### src/pkg/ccpo_pkg.sv
// constants for the four-channel compare and pwm output block
package ccpo_pkg;
  // --------------------------------------------------------------
  // timing
  // --------------------------------------------------------------
  localparam int CLK_PERIOD_NS = 100;
  localparam int MIN_STEP_NS = 160;
  // least step rounds up to whole cycles
  localparam int BASE_CYCLES = (MIN_STEP_NS + CLK_PERIOD_NS - 1) / CLK_PERIOD_NS;
  localparam int NCH = 4;
  localparam int DW = 16;
  // --------------------------------------------------------------
  // register addresses
  // --------------------------------------------------------------
  localparam logic [3:0] ADDR_CTL0 = 4'h0;
  localparam logic [3:0] ADDR_TIME0 = 4'h4;
  localparam logic [3:0] ADDR_TMR1 = 4'h8;
  localparam logic [3:0] ADDR_TCTL1 = 4'ha;
  localparam logic [3:0] ADDR_STAT = 4'hc;
  localparam logic [3:0] ADDR_MASK = 4'hd;
  localparam logic [3:0] ADDR_PERIOD = 4'he;
  // --------------------------------------------------------------
  // channel_control fields
  // --------------------------------------------------------------
  localparam int CTL_PAIR = 8;
  localparam int CTL_REF = 7;
  localparam int CTL_CMP = 6;
  localparam int CTL_ACT = 4;
  localparam int CTL_REP = 3;
  localparam int CTL_ROT = 1;
  localparam int CTL_RST = 0;
  localparam logic [15:0] CTL_WMASK_EVEN = 16'h00fb;
  localparam logic [15:0] CTL_WMASK_ODD = 16'h01fb;
  // --------------------------------------------------------------
  // timer_control fields
  // --------------------------------------------------------------
  localparam int TC_EN = 7;
  localparam int TC_UP = 6;
  localparam int TC_XDIR = 4;
  localparam int TC_XCLK = 3;
  localparam logic [7:0] TC_WMASK = 8'hdf;
  // --------------------------------------------------------------
  // reset values
  // --------------------------------------------------------------
  localparam logic [15:0] RST_WORD = 16'h0000;
  localparam logic [7:0] RST_TCTL = 8'h00;
  localparam logic [3:0] RST_NIB = 4'h0;
  // action_field encoding
  typedef enum logic [1:0] {
    ACT_NONE = 2'h0,
    ACT_LOW = 2'h1,
    ACT_HIGH = 2'h2,
    ACT_TOGGLE = 2'h3
  } ccpo_act_e;
endpackage

### src/verilog/ccpo_compare.sv
// four compare channels with pin actions, pin pairing and transaction server
// How it works
// - on reference timer equal event time, drive pin high, low or invert
// - with repeat_on_match set, act again on every later match
// - with repeat_on_match clear, act once; rearm on event time write
// - toggle with repeat inverts pin and raises interrupt each match
// - pin_pairing_bit of channel 1 or 3 routes lower channel onto its pin
// - paired match with server on adds period constant to event time
// - set and clear times one count apart give a one-count pulse
// - first channel of a pair toggles the pin on dedicated timer match
// - second channel toggles the same pin and resets the timer
// - compare events are at least one prescaled tick apart, 200 ns min
// - timer_two_clock_pin in use takes pin of channel 0 away
// - timer_two_direction_pin in use takes pin of channel 1 away
// - a timer used by server pwm never gets reset by channels
// - action_field 00 none, 01 low, 10 high, 11 invert
// - reference_timer_select 0 picks timer 1, 1 picks timer 2
// - compare select 0 capture, 1 compare
//
// The implementer's own choices: the register addresses and the address-and-strobe port.
module ccpo_compare (
  input wire logic clk,
  input wire logic nrst,
  input wire logic [3:0] regAddr,
  input wire logic [15:0] regWdata,
  input wire logic regWr,
  input wire logic regRd,
  output logic [15:0] regRdata,
  input wire logic timerTwoClockPin,
  input wire logic timerTwoDirectionPin,
  output logic [3:0] chanPin,
  output logic [3:0] chanPinEn,
  output logic irq
);
  // --------------------------------------------------------------
  // state
  // --------------------------------------------------------------
  logic [15:0] ctl_q [4];
  logic [15:0] evTime_q [4];
  logic [15:0] timer_q [2];
  logic [7:0] tctl_q [2];
  logic [3:0] stat_q;
  logic [3:0] mask_q;
  logic [15:0] period_q;
  logic [3:0] armed_q;
  logic [3:0] pin_q;
  logic [1:0] refUpd_q;
  logic [2:0] clkSync_q;
  logic [1:0] dirSync_q;
  logic [3:0] baseCnt_q;
  logic [6:0] pre_q;
  logic baseTick;
  logic clkEdge;
  logic [1:0] tick;
  logic [1:0] countUp;
  logic [3:0] hit;
  logic [1:0] pairOn;
  logic [1:0] tsOn;
  logic [1:0] pwmUses;
  logic [1:0] timerRst;
  logic [3:0] pin_d;

  // prescaler tap: true on every 2^p-th base step
  function automatic logic preTick(input logic [6:0] cnt, input logic [2:0] p);
    logic [7:0] m;
    m = (8'h01 << p) - 8'h01;
    return (cnt & m[6:0]) == 7'h00;
  endfunction

  // new pin level for one action
  function automatic logic applyAct(input logic v, input logic [1:0] a);
    case (a)
      ccpo_pkg::ACT_LOW: applyAct = 1'b0;
      ccpo_pkg::ACT_HIGH: applyAct = 1'b1;
      ccpo_pkg::ACT_TOGGLE: applyAct = ~v;
      default: applyAct = v;
    endcase
  endfunction

  // --------------------------------------------------------------
  // pin inputs and prescaler
  // --------------------------------------------------------------
  // two flops before use; third stage only feeds edge detect
  always_ff @(posedge clk) begin
    if (!nrst) begin
      clkSync_q <= 3'h0;
      dirSync_q <= 2'h0;
    end else begin
      clkSync_q <= {clkSync_q[1:0], timerTwoClockPin};
      dirSync_q <= {dirSync_q[0], timerTwoDirectionPin};
    end
  end
  assign clkEdge = clkSync_q[1] & ~clkSync_q[2];

  // base step never shorter than the least resolution
  always_ff @(posedge clk) begin
    if (!nrst) begin
      baseCnt_q <= 4'h0;
      pre_q <= 7'h00;
    end else if (baseTick) begin
      baseCnt_q <= 4'h0;
      pre_q <= pre_q + 7'h01;
    end else begin
      baseCnt_q <= baseCnt_q + 4'h1;
    end
  end
  assign baseTick = baseCnt_q == 4'(ccpo_pkg::BASE_CYCLES - 1);

  always_comb begin
    tick[0] = tctl_q[0][ccpo_pkg::TC_EN] & baseTick & preTick(pre_q, tctl_q[0][2:0]);
    tick[1] = tctl_q[1][ccpo_pkg::TC_EN] & (tctl_q[1][ccpo_pkg::TC_XCLK] ? clkEdge :
              baseTick & preTick(pre_q, tctl_q[1][2:0]));
    countUp[0] = tctl_q[0][ccpo_pkg::TC_UP];
    countUp[1] = tctl_q[1][ccpo_pkg::TC_XDIR] ? dirSync_q[1] : tctl_q[1][ccpo_pkg::TC_UP];
  end

  // --------------------------------------------------------------
  // match, timer reset and pin routing
  // --------------------------------------------------------------
  // compare only in the cycle after a count step, so one hit per count
  always_comb begin
    pairOn[0] = ctl_q[1][ccpo_pkg::CTL_PAIR];
    pairOn[1] = ctl_q[3][ccpo_pkg::CTL_PAIR];
    for (int p = 0; p < 2; p++) begin
      tsOn[p] = pairOn[p] & (period_q != 16'h0000);
      pwmUses[p] = 1'b0;
    end
    for (int i = 0; i < ccpo_pkg::NCH; i++) begin
      hit[i] = ctl_q[i][ccpo_pkg::CTL_CMP] & armed_q[i]
             & refUpd_q[ctl_q[i][ccpo_pkg::CTL_REF]]
             & (timer_q[ctl_q[i][ccpo_pkg::CTL_REF]] == evTime_q[i]);
      if (tsOn[i >> 1] && ctl_q[i][ccpo_pkg::CTL_CMP])
        pwmUses[ctl_q[i][ccpo_pkg::CTL_REF]] = 1'b1;
    end
    for (int t = 0; t < 2; t++) begin
      timerRst[t] = 1'b0;
      for (int i = 0; i < ccpo_pkg::NCH; i++) begin
        if (hit[i] && ctl_q[i][ccpo_pkg::CTL_RST] &&
            ((ctl_q[i][ccpo_pkg::CTL_REF] ^ ctl_q[i][ccpo_pkg::CTL_ROT]) == 1'(t)))
          timerRst[t] = 1'b1;
      end
      // a server-driven timer keeps running whatever others ask
      if (pwmUses[t])
        timerRst[t] = 1'b0;
    end
  end

  // paired lower channel acts on the upper channel's pin
  always_comb begin
    pin_d = pin_q;
    for (int c = 0; c < ccpo_pkg::NCH; c++) begin
      if (hit[c]) begin
        if (c % 2 == 0 && pairOn[c >> 1])
          pin_d[c | 1] = applyAct(pin_d[c | 1], ctl_q[c][5:4]);
        else
          pin_d[c] = applyAct(pin_d[c], ctl_q[c][5:4]);
      end
    end
  end

  always_ff @(posedge clk) begin
    if (!nrst)
      pin_q <= ccpo_pkg::RST_NIB;
    else
      pin_q <= pin_d;
  end
  assign chanPin = pin_q;

  // pin free when channel is idle, paired away or lent to timer 2
  assign chanPinEn[0] = ctl_q[0][ccpo_pkg::CTL_CMP] & ~pairOn[0]
                      & ~tctl_q[1][ccpo_pkg::TC_XCLK];
  assign chanPinEn[1] = (ctl_q[1][ccpo_pkg::CTL_CMP] | (pairOn[0] & ctl_q[0][ccpo_pkg::CTL_CMP]))
                      & ~tctl_q[1][ccpo_pkg::TC_XDIR];
  assign chanPinEn[2] = ctl_q[2][ccpo_pkg::CTL_CMP] & ~pairOn[1];
  assign chanPinEn[3] = ctl_q[3][ccpo_pkg::CTL_CMP] | (pairOn[1] & ctl_q[2][ccpo_pkg::CTL_CMP]);

  // --------------------------------------------------------------
  // timers
  // --------------------------------------------------------------
  // software load beats channel reset beats counting
  always_ff @(posedge clk) begin
    if (!nrst) begin
      timer_q[0] <= ccpo_pkg::RST_WORD;
      timer_q[1] <= ccpo_pkg::RST_WORD;
      refUpd_q <= 2'h0;
    end else begin
      for (int t = 0; t < 2; t++) begin
        if (regWr && regAddr == 4'(ccpo_pkg::ADDR_TMR1 + t))
          timer_q[t] <= regWdata;
        else if (timerRst[t])
          timer_q[t] <= 16'h0000;
        else if (tick[t])
          timer_q[t] <= countUp[t] ? timer_q[t] + 16'h0001 : timer_q[t] - 16'h0001;
      end
      refUpd_q <= tick;
    end
  end

  // --------------------------------------------------------------
  // channel registers and transaction server
  // --------------------------------------------------------------
  always_ff @(posedge clk) begin
    if (!nrst) begin
      for (int i = 0; i < ccpo_pkg::NCH; i++) begin
        ctl_q[i] <= ccpo_pkg::RST_WORD;
        evTime_q[i] <= ccpo_pkg::RST_WORD;
      end
      armed_q <= ccpo_pkg::RST_NIB;
    end else begin
      for (int i = 0; i < ccpo_pkg::NCH; i++) begin
        if (regWr && regAddr == 4'(ccpo_pkg::ADDR_CTL0 + i))
          ctl_q[i] <= regWdata & ((i % 2 == 1) ? ccpo_pkg::CTL_WMASK_ODD :
                                  ccpo_pkg::CTL_WMASK_EVEN);
        // a software write rearms; it wins over the hit in the same cycle
        if (regWr && regAddr == 4'(ccpo_pkg::ADDR_TIME0 + i)) begin
          evTime_q[i] <= regWdata;
          armed_q[i] <= 1'b1;
        end else if (hit[i]) begin
          if (tsOn[i >> 1])
            evTime_q[i] <= evTime_q[i] + period_q;
          if (!ctl_q[i][ccpo_pkg::CTL_REP])
            armed_q[i] <= 1'b0;
        end
      end
    end
  end

  // --------------------------------------------------------------
  // interrupts and misc registers
  // --------------------------------------------------------------
  // a hit in the clearing read's cycle survives
  always_ff @(posedge clk) begin
    if (!nrst)
      stat_q <= ccpo_pkg::RST_NIB;
    else
      stat_q <= ((regRd && regAddr == ccpo_pkg::ADDR_STAT) ? 4'h0 : stat_q) | hit;
  end
  assign irq = |(stat_q & mask_q);

  always_ff @(posedge clk) begin
    if (!nrst) begin
      mask_q <= ccpo_pkg::RST_NIB;
      period_q <= ccpo_pkg::RST_WORD;
      tctl_q[0] <= ccpo_pkg::RST_TCTL;
      tctl_q[1] <= ccpo_pkg::RST_TCTL;
    end else if (regWr) begin
      if (regAddr == ccpo_pkg::ADDR_MASK)
        mask_q <= regWdata[3:0];
      if (regAddr == ccpo_pkg::ADDR_PERIOD)
        period_q <= regWdata;
      for (int t = 0; t < 2; t++)
        if (regAddr == 4'(ccpo_pkg::ADDR_TCTL1 + t))
          tctl_q[t] <= regWdata[7:0] & ccpo_pkg::TC_WMASK;
    end
  end

  // read data stand one cycle, zero otherwise and for unmapped addresses
  always_ff @(posedge clk) begin
    if (!nrst) begin
      regRdata <= 16'h0000;
    end else begin
      regRdata <= 16'h0000;
      if (regRd) begin
        case (regAddr)
          4'h0, 4'h1, 4'h2, 4'h3: regRdata <= ctl_q[regAddr[1:0]];
          4'h4, 4'h5, 4'h6, 4'h7: regRdata <= evTime_q[regAddr[1:0]];
          4'h8, 4'h9: regRdata <= timer_q[regAddr[0]];
          4'ha, 4'hb: regRdata <= {8'h00, tctl_q[regAddr[0]]};
          ccpo_pkg::ADDR_STAT: regRdata <= {12'h000, stat_q};
          ccpo_pkg::ADDR_MASK: regRdata <= {12'h000, mask_q};
          ccpo_pkg::ADDR_PERIOD: regRdata <= period_q;
          default: regRdata <= 16'h0000;
        endcase
      end
    end
  end
endmodule

### config.mk
export PLATFORM = sky130hd
export DESIGN_NAME = ccpo_compare
export DESIGN_NICKNAME = d
export VERILOG_FILES = /design/src/pkg/ccpo_pkg.sv /design/src/verilog/ccpo_compare.sv
export SDC_FILE = /design/constraint.sdc
export NUM_CORES = 1
export LEC_CHECK = 0
export BUFFER_PORTS_ARGS = -buffer_cell sky130_fd_sc_hd__buf_2
export CORE_AREA = 2 2 213 215
export CTS_CLUSTER_SIZE = 20
export DETAILED_ROUTE_END_ITERATION = 6
export DIE_AREA = 0 0 215 217
export PLACE_DENSITY = 0.51
export SYNTH_ARGS = -nofsm -noshare
export SYNTH_HDL_FRONTEND = slang
export SYNTH_SLANG_ARGS = --single-unit
### constraint.sdc
create_clock -name clk -period 6.6 [get_ports clk]
set_input_delay 0.99 -clock clk [delete_from_list [all_inputs] [get_ports clk]]
set_output_delay 0.99 -clock clk [all_outputs]
set_load 0.05 [all_outputs]
==> results of run 1 <==
## final cells by class
cell class	instances	area, µm²
Fill cell	4535	27600
Inverter	36	135
Clock inverter	17	201
Sequential cell	206	5530
Tap cell	600	751
Timing Repair Buffer	66	370
Multi-Input combinational cell	1274	9450
Clock buffer	27	632
## cell usage after synthesis, drive strengths merged (16+ instances only)
cell | count | share of area
nor2b | 21 | 0.0085
nand3b | 27 | 0.013
nor4 | 21 | 0.0085
or3 | 23 | 0.0094
o21ai | 103 | 0.034
a22o | 32 | 0.018
mux2i | 78 | 0.051
xnor2 | 116 | 0.066
edfxtp | 140 | 0.27
dfxtp | 66 | 0.086
a21boi | 41 | 0.020
a21oi | 70 | 0.023
ha | 91 | 0.074
nand2 | 169 | 0.041
nor2 | 71 | 0.017
mux4 | 31 | 0.045
buf | 18 | 0.0061
nor3 | 36 | 0.012
clkbuf | 48 | 0.012
and2 | 52 | 0.021
and3 | 16 | 0.0065
nand2b | 17 | 0.0069
inv | 36 | 0.0088
nand3 | 36 | 0.012
xor2 | 38 | 0.022
a21o | 17 | 0.0083
## worst max-delay path: stages, from the launching register on
cell and delay (ns):
edfxtp_1 1.04, mux2i_1 0.30, xnor2_1 0.12, nor4_1 0.36, nand3_1 0.27, or3_1 0.47
nand4_2 0.17, nand4_1 0.62, and4b_1 0.46, a21o_1 0.15
## registers in the layout (all words and copies together), names as in the netlist
signal	flops
evTime_q	64
timer_q	32
ctl_q	30
period_q	16
regRdata	16
tctl_q	14
pre_q	7
armed_q	4
baseCnt_q	4
chanPin	4
mask_q	4
stat_q	4
clkSync_q	3
dirSync_q	2
refUpd_q	2
## worst max path at each step
stage,start,end,slack (ns)
after floorplan,tctl_q[1][4],timer_q[1][14],3.31
after global placement,ctl_q[2][6],timer_q[0][15],2.64
after detailed placement,ctl_q[2][6],timer_q[0][15],2.48
after CTS,ctl_q[2][6],timer_q[0][15],2.45
after global routing,ctl_q[2][6],timer_q[0][15],2.19
final,ctl_q[2][6],timer_q[0][15],2.35
## stage by stage
step | power, mW | cells | setup slack [ns] | util
finish | 3.75 | 2226 | 2.35 | 0.382
global route | 3.88 | 2226 | 2.19 | 0.382
CTS | 3.75 | 2226 | 2.45 | 0.382
detailed placement | 2.32 | 2182 | 2.48 | 0.363
global placement | 2.31 | 2182 | 2.64 | 0.363
floorplan | 2.08 | 1582 | 3.31 | -
## where the power goes
part / switching (mW) / total, mW / internal (mW) / leakage, nW
Sequential: 0.151 / 1.60 / 1.45 / 1.92
Clock: 0.590 / 1.44 / 0.846 / 0.407
Combinational: 0.405 / 0.709 / 0.304 / 4.11
Total: 1.15 / 3.75 / 2.60 / 6.44
## layer usage
metal,vias up,global-route usage
li1,5976,-
met1,6542,0.347
met2,533,0.385
met3,105,0.0337
met4,0,0.0777
met5,-,0
## cells by family after synthesis
group	synth area share
buf+inv	0.0267
xor+xnor	0.0877
mux	0.102
flops	0.359
simple gates	0.179
fa+ha+maj	0.0819
compound gates	0.163
## layout by cell type, fill, tap and decap left out, types with 10 or more instances in the layout
| master | instances |
|---|---|
| inv_1 | 36 |
| xor2_1 | 38 |
| nand3b_1 | 27 |
| and2_1 | 51 |
| mux2i_1 | 78 |
| a211o_1 | 10 |
| buf_2 | 50 |
| nor3_1 | 36 |
| a21oi_1 | 68 |
| nor2_1 | 70 |
| buf_4 | 16 |
| nor4_1 | 21 |
| nand2b_1 | 17 |
| a22o_1 | 32 |
| a211oi_1 | 12 |
| nand2_1 | 169 |
| nor2b_1 | 21 |
| a22oi_1 | 10 |
| xnor2_1 | 116 |
| clkbuf_16 | 24 |
| and3_1 | 16 |
| mux4_2 | 31 |
| dfxtp_1 | 66 |
| a31oi_1 | 11 |
| a21boi_0 | 41 |
| nand3_1 | 36 |
| or3_1 | 23 |
| o21ai_0 | 103 |
| o21bai_1 | 10 |
| edfxtp_1 | 140 |
| a21o_1 | 17 |
| nand4_1 | 14 |
| ha_1 | 91 |
==> impl_summary.txt, run 1 <==
----------------------------------------------------
[Final layout]
  Area added between synthesis and finish ... 11.0%
  Finished Cell Area ... 17,100 µm²
  Antenna diode instance count ... 0
  Proportion of layout cells with a drive suffix above 1 ... 0.101
  Total Nets Final ... 1,731

[Route]
  Via-to-Cell Ratio ... 5.91
  Detail Route met2 WL ... 26,000 µm
  Post-Route WL ... 58,100 µm
  Met1 routed wirelength after detailed routing ... 26,000 µm
  Highest routing layer actually used ... met4
  Detail-routed net length per standard cell ... 26.1 µm
  First-iteration detailed-routing DRC count ... 1,316
  DRC errors left ... 6
  Met3 wire length ... 4310 µm
  First-pass iteration count of the detailed router ... 7
  Remaining number of nets flagged by the antenna check after routing ... 0
  Detailed-route via count ... 13,200

[Clock network]
  CTS Root Buffer Type ... clkbuf_16
  Buffer levels on the longest clock path ... 3
  Post-CTS Repair Setup Buffers ... 0
  Clock buffer count from CTS ... 24
  Number of clock sinks ... 206
  Clock Latency Late Sink ... 0.57 ns
  H-tree depth reported by CTS ... 1
  Hold-fix buffers, CTS ... 0
  Clock tree from TritonCTS ... built
  CTS clock-pin slew for the worst setup and hold paths ... 0.06 ns
  Count of cells resized by post-cts repair ... 0

[Power and ir drop]
  Power per Cell Area ... 220 nW/µm²
  Peak ir drop on the vdd network ... 0.150 mV
  LEAKAGE ... 6.44 nW

[Floorplanning]
  Die X ... 215 µm
  Die area ... 46,700 µm²
  Die outline height ... 217 µm
  I/O Pins ... 51
  Starting density of the core ... 0.344
  # rows ... 78
  Core ar. ... 44,700 µm²

[Worst hold path]
  Worst Hold Class ... reg2reg
  Worst hold start ... dirSync_q[0]
  Worst Hold Path Cells ... 1
  Worst-case hold path end point ... dirSync_q[1]

[Timing]
  Post-Route Skew ... 0.0261 ns
  Number of hold-slack violations in the final timing report ... 0
  Final setup TNS ... 0 ns
  Slew at the pin closest to its max-slew limit ... 1.17 ns
  Total count of max-transition violations in the final report ... 0
  Count of final setup violators ... 0
  Setup repair after global routing missed its margin ... false
  Min Hold Slack ... 0.436 ns
  FMAX ... 235 MHz
  Time the final worst path needs with I/O delays and setup ... 4.25 ns
  Share of the clock period used by the worst path after layout ... 0.644
  Worst slew margin relative to its limit ... 0.223

[Global routing]
  Global-route wire length before repair ... 84,300 µm
  Total global routing track utilization ... 0.244
  GRT Residual Overflow ... 0
  Maximum number of pins on one net before global-route repair ... 61
  Vias in the first global route ... 12,500
  Number of antenna violations at the first check in global routing ... 3

[Critical path]
  Type of the setup path with the least slack ... reg2reg
  CP Launch Type ... flip-flop
  Critical path peak fanout ... 21
  Register-to-Register Path Depth ... 9
  Nature of the critical path endpoint ... flip-flop
  R2r startpoint ... ctl_q[2][6]
  Worst r2r dst ... timer_q[0][15]
  Arrival time at the worst endpoint ... 4.55 ns
  Minimum setup slack among reg-to-reg paths ... 2.35 ns
  Worst EP required ... 6.90 ns

[Logic synthesis]
  Synthesized cell area ... 15,400 µm²
  Top FF cell, synth ... edfxtp_1
  Register bit total from synthesis ... 206
  Number of nets in the synthesized netlist ... 1,705
  Yosys Warn Count ... 0
  Count of flip-flops with a built-in enable after synthesis ... 140
  Share of synthesized area occupied by flip-flops and latches ... 0.359
  Library cells used by synthesis ... 69
  Share of flip-flops with an asynchronous set or reset after synthesis ... 0
  Post-synthesis average cell area ... 9.72 µm²
  Synthesized netlist cell count ... 1,582

[Placement]
  Cell area after placement ... 16,200 µm²
  Final GP Congestion ... 0.935
  # port buffers ... 50
  Detailed placer's ending HPWL ... 42,900 µm

[Run]
  Max-cap violation count ... 0

[Run status]
  Run status ... complete, but fails checks
  Violations in the final reports ... design-rule violations

----------------------------------------------------
Note: power is estimated with default switching activity, not from simulation.
==> run 2: changes to the inputs <==
==> constraint.sdc (replaced) <==
create_clock -name clk -period 4.3 [get_ports clk]
set_input_delay 0.645 -clock clk [delete_from_list [all_inputs] [get_ports clk]]
set_output_delay 0.645 -clock clk [all_outputs]
set_load 0.05 [all_outputs]
==> run 2 against run 1 <==
Compared with the run above:
- the flow now finishes without violations
- critical endpoint is now timer_q[1][2]
- first-iteration DRC count increased by 5.2%
- core utilization is 0.21 points higher
- sequential share of layout area down 0.18 points
- largest cell class unchanged
- final cell count increased by 1.1%
- sequential power is 54% higher
==> impl_summary.txt, run 2 (synthesized netlist as in run 1, its figures left out) <==
----------------------------------------------------
[Timing]
  Number of hold-slack violations in the final timing report ... 0 (unchanged)
  Share of the clock period used by the worst path after layout ... 0.863 (+0.220)
  Final setup TNS ... 0 ns (unchanged)
  Worst slew margin relative to its limit ... 0.297 (+0.0739)
  FMAX ... 269 MHz (+14%)
  Post-Route Skew ... 0.0232 ns (-0.00296 ns)
  Slew at the pin closest to its max-slew limit ... 1.04 ns (-0.122 ns)
  Total count of max-transition violations in the final report ... 0 (unchanged)
  Time the final worst path needs with I/O delays and setup ... 3.71 ns (-0.537 ns)
  Count of final setup violators ... 0 (unchanged)
  Setup repair after global routing missed its margin ... false

[Critical path]
  Worst r2r dst ... timer_q[1][2]
  Arrival time at the worst endpoint ... 4.13 ns (-0.42 ns)
  CP Launch Type ... flip-flop
  Peak per-stage delay on the critical path ... 0.94 ns (-0.10 ns)
  Critical path capture point ... timer_q[1][2]
  Worst EP required ... 4.72 ns (-2.18 ns)
  Nature of the critical path endpoint ... flip-flop
  Type of the setup path with the least slack ... reg2reg
  R2r startpoint ... ctl_q[2][6]
  Register-to-Register Path Depth ... 9 (unchanged)
  Critical path cell sequence ... mux2i_1 > xnor2_1 > nor4_1 > nand3_1 > or3_1 > nand4_2 > a21oi_2 > o31ai_4 > a22o_1
  Crit path from ... ctl_q[2][6]
  Slowest cell on crit path ... edfxtp_1
  Minimum setup slack among reg-to-reg paths ... 0.59 ns (-1.76 ns)
  Critical path peak fanout ... 17 (-19%)

[Placement]
  Cell count after placement ... 2,205 (+1.1%)
  # port buffers ... 50 (unchanged)
  Detailed placer's ending HPWL ... 44,000 µm (+2.5%)
  Final GP Congestion ... 0.980 (+4.8%)

[Floorplanning]
  Die outline height ... 217 µm (unchanged)
  Die X ... 215 µm (unchanged)
  Starting density of the core ... 0.344 (unchanged)
  # rows ... 78 (unchanged)
  I/O Pins ... 51 (unchanged)
  Die area ... 46,700 µm² (unchanged)
  Core ar. ... 44,700 µm² (unchanged)

[Route]
  Remaining number of nets flagged by the antenna check after routing ... 0 (unchanged)
  Met3 wire length ... 4770 µm (+11%)
  Via-to-Cell Ratio ... 5.85 (-1.0%)
  Detailed-route via count ... 13,200 (+0.038%)
  Detail-routed net length per standard cell ... 26.2 µm (+0.23%)
  Highest routing layer actually used ... met5
  Detail Route met2 WL ... 25,600 µm (-1.5%)
  First-pass iteration count of the detailed router ... 6 (-1)
  Met1 routed wirelength after detailed routing ... 26,200 µm (+0.73%)
  Post-Route WL ... 58,900 µm (+1.3%)
  DRC errors left ... 0 (-6)
  First-iteration detailed-routing DRC count ... 1,384 (+5.2%)

[Final layout]
  Biggest registers after layout ... evTime_q (64), timer_q (32), ctl_q (30)
  Total Nets Final ... 1,754 (+1.3%)
  Area added between synthesis and finish ... 11.6%
  Max reg flops ... 64 (unchanged)
  Number of fillers in the final layout ... 4,517 (-0.40%)
  Proportion of layout cells with a drive suffix above 1 ... 0.110 (+0.00829)
  Top register by number of flip-flops ... evTime_q
  Final Util ... 0.384 (+0.00210)
  Commonest cells after routing, fill and taps aside ... 169 x nand2_1, 140 x edfxtp_1, 116 x xnor2_1
  Most common library cell in the layout ignoring fill and taps ... nand2_1
  Non-filler instance count after layout ... 2,250 (+1.1%)

[Clock network]
  Hold-fix buffers, CTS ... 0 (unchanged)
  Clock tree from TritonCTS ... built
  Clock buffer count from CTS ... 24 (unchanged)
  H-tree depth reported by CTS ... 1 (unchanged)
  Post-CTS Repair Setup Buffers ... 0 (unchanged)
  Clock Latency Late Sink ... 0.56 ns (about the same)
  Buffer levels on the longest clock path ... 3 (unchanged)
  CTS Root Buffer Type ... clkbuf_16
  CTS clock-pin slew for the worst setup and hold paths ... 0.06 ns (about the same)
  Count of cells resized by post-cts repair ... 0 (unchanged)
  Number of clock sinks ... 206 (unchanged)

[Power and ir drop]
  Relative contribution of combinational cells to total power ... 0.199 (+0.010)
  Pint ... 3.85 mW (+48%)
  Peak ir drop on the vdd network ... 0.262 mV (+75%)
  Sw Ratio ... 0.311 (+0.00485)
  Power per Cell Area ... 326 nW/µm² (+48%)
  Clk network pwr share ... 0.361 (-0.022)
  Sequential share of power ... 0.439 (+0.011)
  Net switching power ... 1.74 mW (+52%)
  LEAKAGE ... 6.51 nW (+1.2%)

[Global routing]
  Maximum number of pins on one net before global-route repair ... 43 (-30%)
  GRT Residual Overflow ... 0 (unchanged)
  Global-route wire length before repair ... 85,800 µm (+1.8%)
  Number of antenna violations at the first check in global routing ... 4 (+1)
  Vias in the first global route ... 12,700 (+1.7%)
  Total global routing track utilization ... 0.249 (+0.00496)

[Worst hold path]
  Worst Hold Class ... in2reg

[Run]
  Max-cap violation count ... 0 (unchanged)

[Run status]
  Run status ... finished clean

----------------------------------------------------
-- run 2: cell count changes in the layout (fill, tap and decap cells not counted), moves of 2 or more --
| cell | before | now |
|---|---|---|
| clkbuf_1 | 1 | 9 |
| bufinv_16 | 4 | 1 |
| clkinv_1 | 3 | 1 |
| buf_4 | 16 | 39 |
| clkinvlp_4 | 2 | 0 |
-- run 2: critical path, delay by kind of cell (launching register included) --
| family | cells | cell delay [ns] |
|---|---|---|
| muxes | 1 | 0.31 |
| AOI/OAI and AO/OA | 3 | 1.01 |
| and+or+nand+nor | 4 | 1.20 |
| xor gates and xnor gates | 1 | 0.10 |
| DFF | 1 | 0.94 |
-- run 2: power by group through the flow --
stage / registers, mW / logic, mW / clock network [mW]
final: 2.46 / 1.11 / 2.02
after global routing: 2.46 / 1.22 / 2.12
after CTS: 2.44 / 1.11 / 2.06
after detailed placement: 2.48 / 1.10 / 0
after global placement: 2.49 / 1.09 / 0
after floorplan: 2.36 / 0.825 / 0
-- run 2: worst min-delay path by stage --
| stage | from | to | slack (ns) | cells past startpoint |
|---|---|---|---|---|
| 2_1_floorplan | clkSync_q[0] | clkSync_q[1] | 0.41 | 1 |
| 3_3_place_gp | clkSync_q[0] | clkSync_q[1] | 0.45 | 1 |
| 3_5_place_dp | clkSync_q[0] | clkSync_q[1] | 0.44 | 1 |
| 4_1_cts | timerTwoDirectionPin | dirSync_q[0] | 0.29 | 2 |
| 5_1_grt | timerTwoDirectionPin | dirSync_q[0] | 0.30 | 2 |
| 6_report | timerTwoDirectionPin | dirSync_q[0] | 0.30 | 2 |
-- run 2: per-layer routing --
layer	GRT usage	up-vias
met5	0	-
met4	0.104	2
met3	0.0432	131
met2	0.376	545
met1	0.353	6453
li1	-	6030
-- run 2: layout make-up --
cell class	count	area [µm²]	area share
clock buffer	35	673	0.0392
clock inverter	9	81.3	0.00474
multi-input combinational	1274	9440	0.551
antenna	1	2.50	0.000146
inverter	36	135	0.00788
timing repair buffer	89	543	0.0317
sequential	206	5530	0.322
tap	600	751	0.0438
-- run 2: metrics by stage --
stage	total power, mW	setup slack, ns	hold slack (ns)	area, µm²
global placement	3.58	0.643	0.449	16400
finish	5.59	0.587	0.303	17200
CTS	5.61	0.623	0.288	17200
detailed placement	3.58	0.637	0.444	16400
floorplan	3.19	1.01	0.412	15400
global route	5.79	0.399	0.299	17200
==> run 3: changes to the inputs <==
--- a/config.mk
+++ b/config.mk
@@ -5,12 +5,13 @@
 export SDC_FILE = /design/constraint.sdc
 export NUM_CORES = 1
 export LEC_CHECK = 0
+export ABC_AREA = 0
 export BUFFER_PORTS_ARGS = -buffer_cell sky130_fd_sc_hd__buf_2
-export CORE_AREA = 2 2 213 215
+export CORE_AREA = 2 2 171 173
 export CTS_CLUSTER_SIZE = 20
 export DETAILED_ROUTE_END_ITERATION = 6
-export DIE_AREA = 0 0 215 217
-export PLACE_DENSITY = 0.51
+export DIE_AREA = 0 0 173 175
+export PLACE_DENSITY = 0.72
 export SYNTH_ARGS = -nofsm -noshare
 export SYNTH_HDL_FRONTEND = slang
 export SYNTH_SLANG_ARGS = --single-unit
==> run 3 against run 2 <==
Compared with the run above:
- the run now ends with design-rule violations left
- non-clock buffer count is 7 lower
- sequential share of layout area increased by 0.47 points
- routed wire length decreased by 11%
- maximum frequency is 1.5% lower
- count of clock-buffer cells in the layout decreased by 4
- critical endpoint is now timer_q[1][13]
- highest routed layer is now met4
==> impl_summary.txt, run 3 (synthesized netlist as in run 1, its figures left out) <==
----------------------------------------------------
[Timing]
  Share of the clock period used by the worst path after layout ... 0.877 (+0.0133)
  Setup repair after global routing missed its margin ... false
  Count of final setup violators ... 0 (unchanged)
  Total count of max-transition violations in the final report ... 0 (unchanged)
  Slew at the pin closest to its max-slew limit ... 1.08 ns (+0.0355 ns)
  Final setup TNS ... 0 ns (unchanged)
  Time the final worst path needs with I/O delays and setup ... 3.77 ns (+0.0574 ns)
  Worst slew margin relative to its limit ... 0.273 (-0.0239)
  FMAX ... 265 MHz (-1.5%)
  Number of hold-slack violations in the final timing report ... 0 (unchanged)
  Post-Route Skew ... 0.0294 ns (+0.00621 ns)

[Route]
  Remaining number of nets flagged by the antenna check after routing ... 0 (unchanged)
  First-pass iteration count of the detailed router ... 7 (+1)
  First-iteration detailed-routing DRC count ... 1,933 (+40%)
  Via-to-Cell Ratio ... 6.67 (+14%)
  DRC errors left ... 6 (+6)
  Detailed-route via count ... 13,500 (+2.7%)
  Detail-routed net length per standard cell ... 25.8 µm (-1.3%)
  Post-Route WL ... 52,300 µm (-11%)

[Global routing]
  Maximum number of pins on one net before global-route repair ... 34 (-21%)
  Global-route wire length before repair ... 78,000 µm (-9.1%)
  Fraction of met3 tracks used by global routing ... 0.0701 (+0.0269)
  Met1 Track Usage GR ... 0.469 (+0.116)
  Most utilized layer in the global route result ... met2
  GRT Residual Overflow ... 0 (unchanged)
  GR Layer Usage met2 ... 0.519 (+0.143)
  Vias in the first global route ... 12,900 (+1.3%)
  Total global routing track utilization ... 0.340 (+0.0905)
  Number of antenna violations at the first check in global routing ... 0 (-4)

[Clock network]
  Hold-fix buffers, CTS ... 0 (unchanged)
  Clock tree from TritonCTS ... built
  Count of cells resized by post-cts repair ... 0 (unchanged)
  Clock Latency Late Sink ... 0.55 ns (about the same)
  Post-CTS Repair Setup Buffers ... 0 (unchanged)
  H-tree depth reported by CTS ... 1 (unchanged)
  Buffer levels on the longest clock path ... 3 (unchanged)
  Clock buffer count from CTS ... 24 (unchanged)
  CTS clock-pin slew for the worst setup and hold paths ... 0.07 ns (about the same)
  Number of clock sinks ... 206 (unchanged)
  CTS Root Buffer Type ... clkbuf_16

[Final layout]
  Total Nets Final ... 1,747 (-0.40%)
  Number of fillers in the final layout ... 2,437 (-46%)
  Most common library cell in the layout ignoring fill and taps ... nand2_1
  Max reg flops ... 64 (unchanged)
  Area added between synthesis and finish ... 9.98%
  Non-filler instance count after layout ... 2,026 (-10%)
  Final Util ... 0.596 (+0.212)
  Antenna diode instance count ... 0 (-1)
  Proportion of layout cells with a drive suffix above 1 ... 0.111 (+0.00108)
  Top register by number of flip-flops ... evTime_q
  Commonest cells after routing, fill and taps aside ... 169 x nand2_1, 140 x edfxtp_1, 116 x xnor2_1
  Biggest registers after layout ... evTime_q (64), timer_q (32), ctl_q (30)

[Power and ir drop]
  Total power ... 5.69 mW (+1.7%)
  LEAKAGE ... 6.52 nW (about the same)
  Peak ir drop on the vdd network ... 0.270 mV (+3.1%)
  Power per Cell Area ... 336 nW/µm² (+3.1%)

[Worst hold path]
  Worst Hold Class ... in2reg

[Critical path]
  Sum of buffers and inverters on the critical path ... 0 (unchanged)
  Type of the setup path with the least slack ... reg2reg
  Nature of the critical path endpoint ... flip-flop
  CP Launch Type ... flip-flop
  Critical path cell sequence ... mux2i_1 > xor2_1 > nor4bb_1 > nand4b_1 > a41oi_4 > or3_1
  Peak per-stage delay on the critical path ... 1.04 ns (+0.10 ns)
  Worst EP required ... 4.46 ns (-0.26 ns)
  Cell family with the largest share of critical-path delay ... simple AND/OR/NAND/NOR gates
  Arrival time at the worst endpoint ... 3.93 ns (-0.20 ns)
  Slowest cell on crit path ... edfxtp_1
  Critical path peak fanout ... 18 (+1)

[Floorplanning]
  Die area ... 30,300 µm² (-35%)
  Die X ... 173 µm (-20%)
  Core ar. ... 28,400 µm² (-36%)
  # rows ... 62 (-21%)
  Starting density of the core ... 0.542 (+0.198)
  I/O Pins ... 51 (unchanged)
  Die outline height ... 175 µm (-19%)

[Run status]
  Run status ... complete, but fails checks
  Violations in the final reports ... design-rule violations

[Placement]
  # port buffers ... 50 (unchanged)
  Final GP Congestion ... 1.06 (+7.9%)
  Detailed placer's ending HPWL ... 38,800 µm (-12%)
  Cell count after placement ... 1,982 (-10%)

[Run]
  Max-cap violation count ... 0 (unchanged)

----------------------------------------------------
run 3: stage by stage:
stage	hold WS (ns)	area, µm²	setup slack (ns)
global placement	0.431	16100	0.737
detailed placement	0.426	16100	0.630
floorplan	0.412	15400	1.01
global route	0.305	16900	0.270
CTS	0.302	16900	0.588
finish	0.306	16900	0.530
run 3: worst paths after layout:
check | start | to | slack (ns) | cells past startpoint
max reg2reg | ctl_q[0][6] | timer_q[1][13] | 0.53 | 6
min reg2reg | dirSync_q[0] | dirSync_q[1] | 0.44 | 1
max | ctl_q[0][6] | timer_q[1][13] | 0.53 | 6
min | timerTwoClockPin | clkSync_q[0] | 0.31 | 2
run 3: power by group:
part | switching [mW] | internal, mW
clock | 0.893 | 1.27
sequential | 0.202 | 2.23
combinational | 0.619 | 0.475
run 3: layout make-up:
class | instances | area, µm² | share of cell area
tap | 384 | 480 | 0.0284
multi-input combinational | 1274 | 9440 | 0.558
timing repair buffer | 82 | 490 | 0.0290
clock buffer | 31 | 698 | 0.0413
inverter | 36 | 135 | 0.00799
sequential | 206 | 5530 | 0.327
clock inverter | 13 | 136 | 0.00807
run 3: metal layers:
metal  vias up  wire (µm)
li1       6009          -
met2       839      22600
met1      6506      20500
met5         -          0
met4         0       2380
met3       166       6790
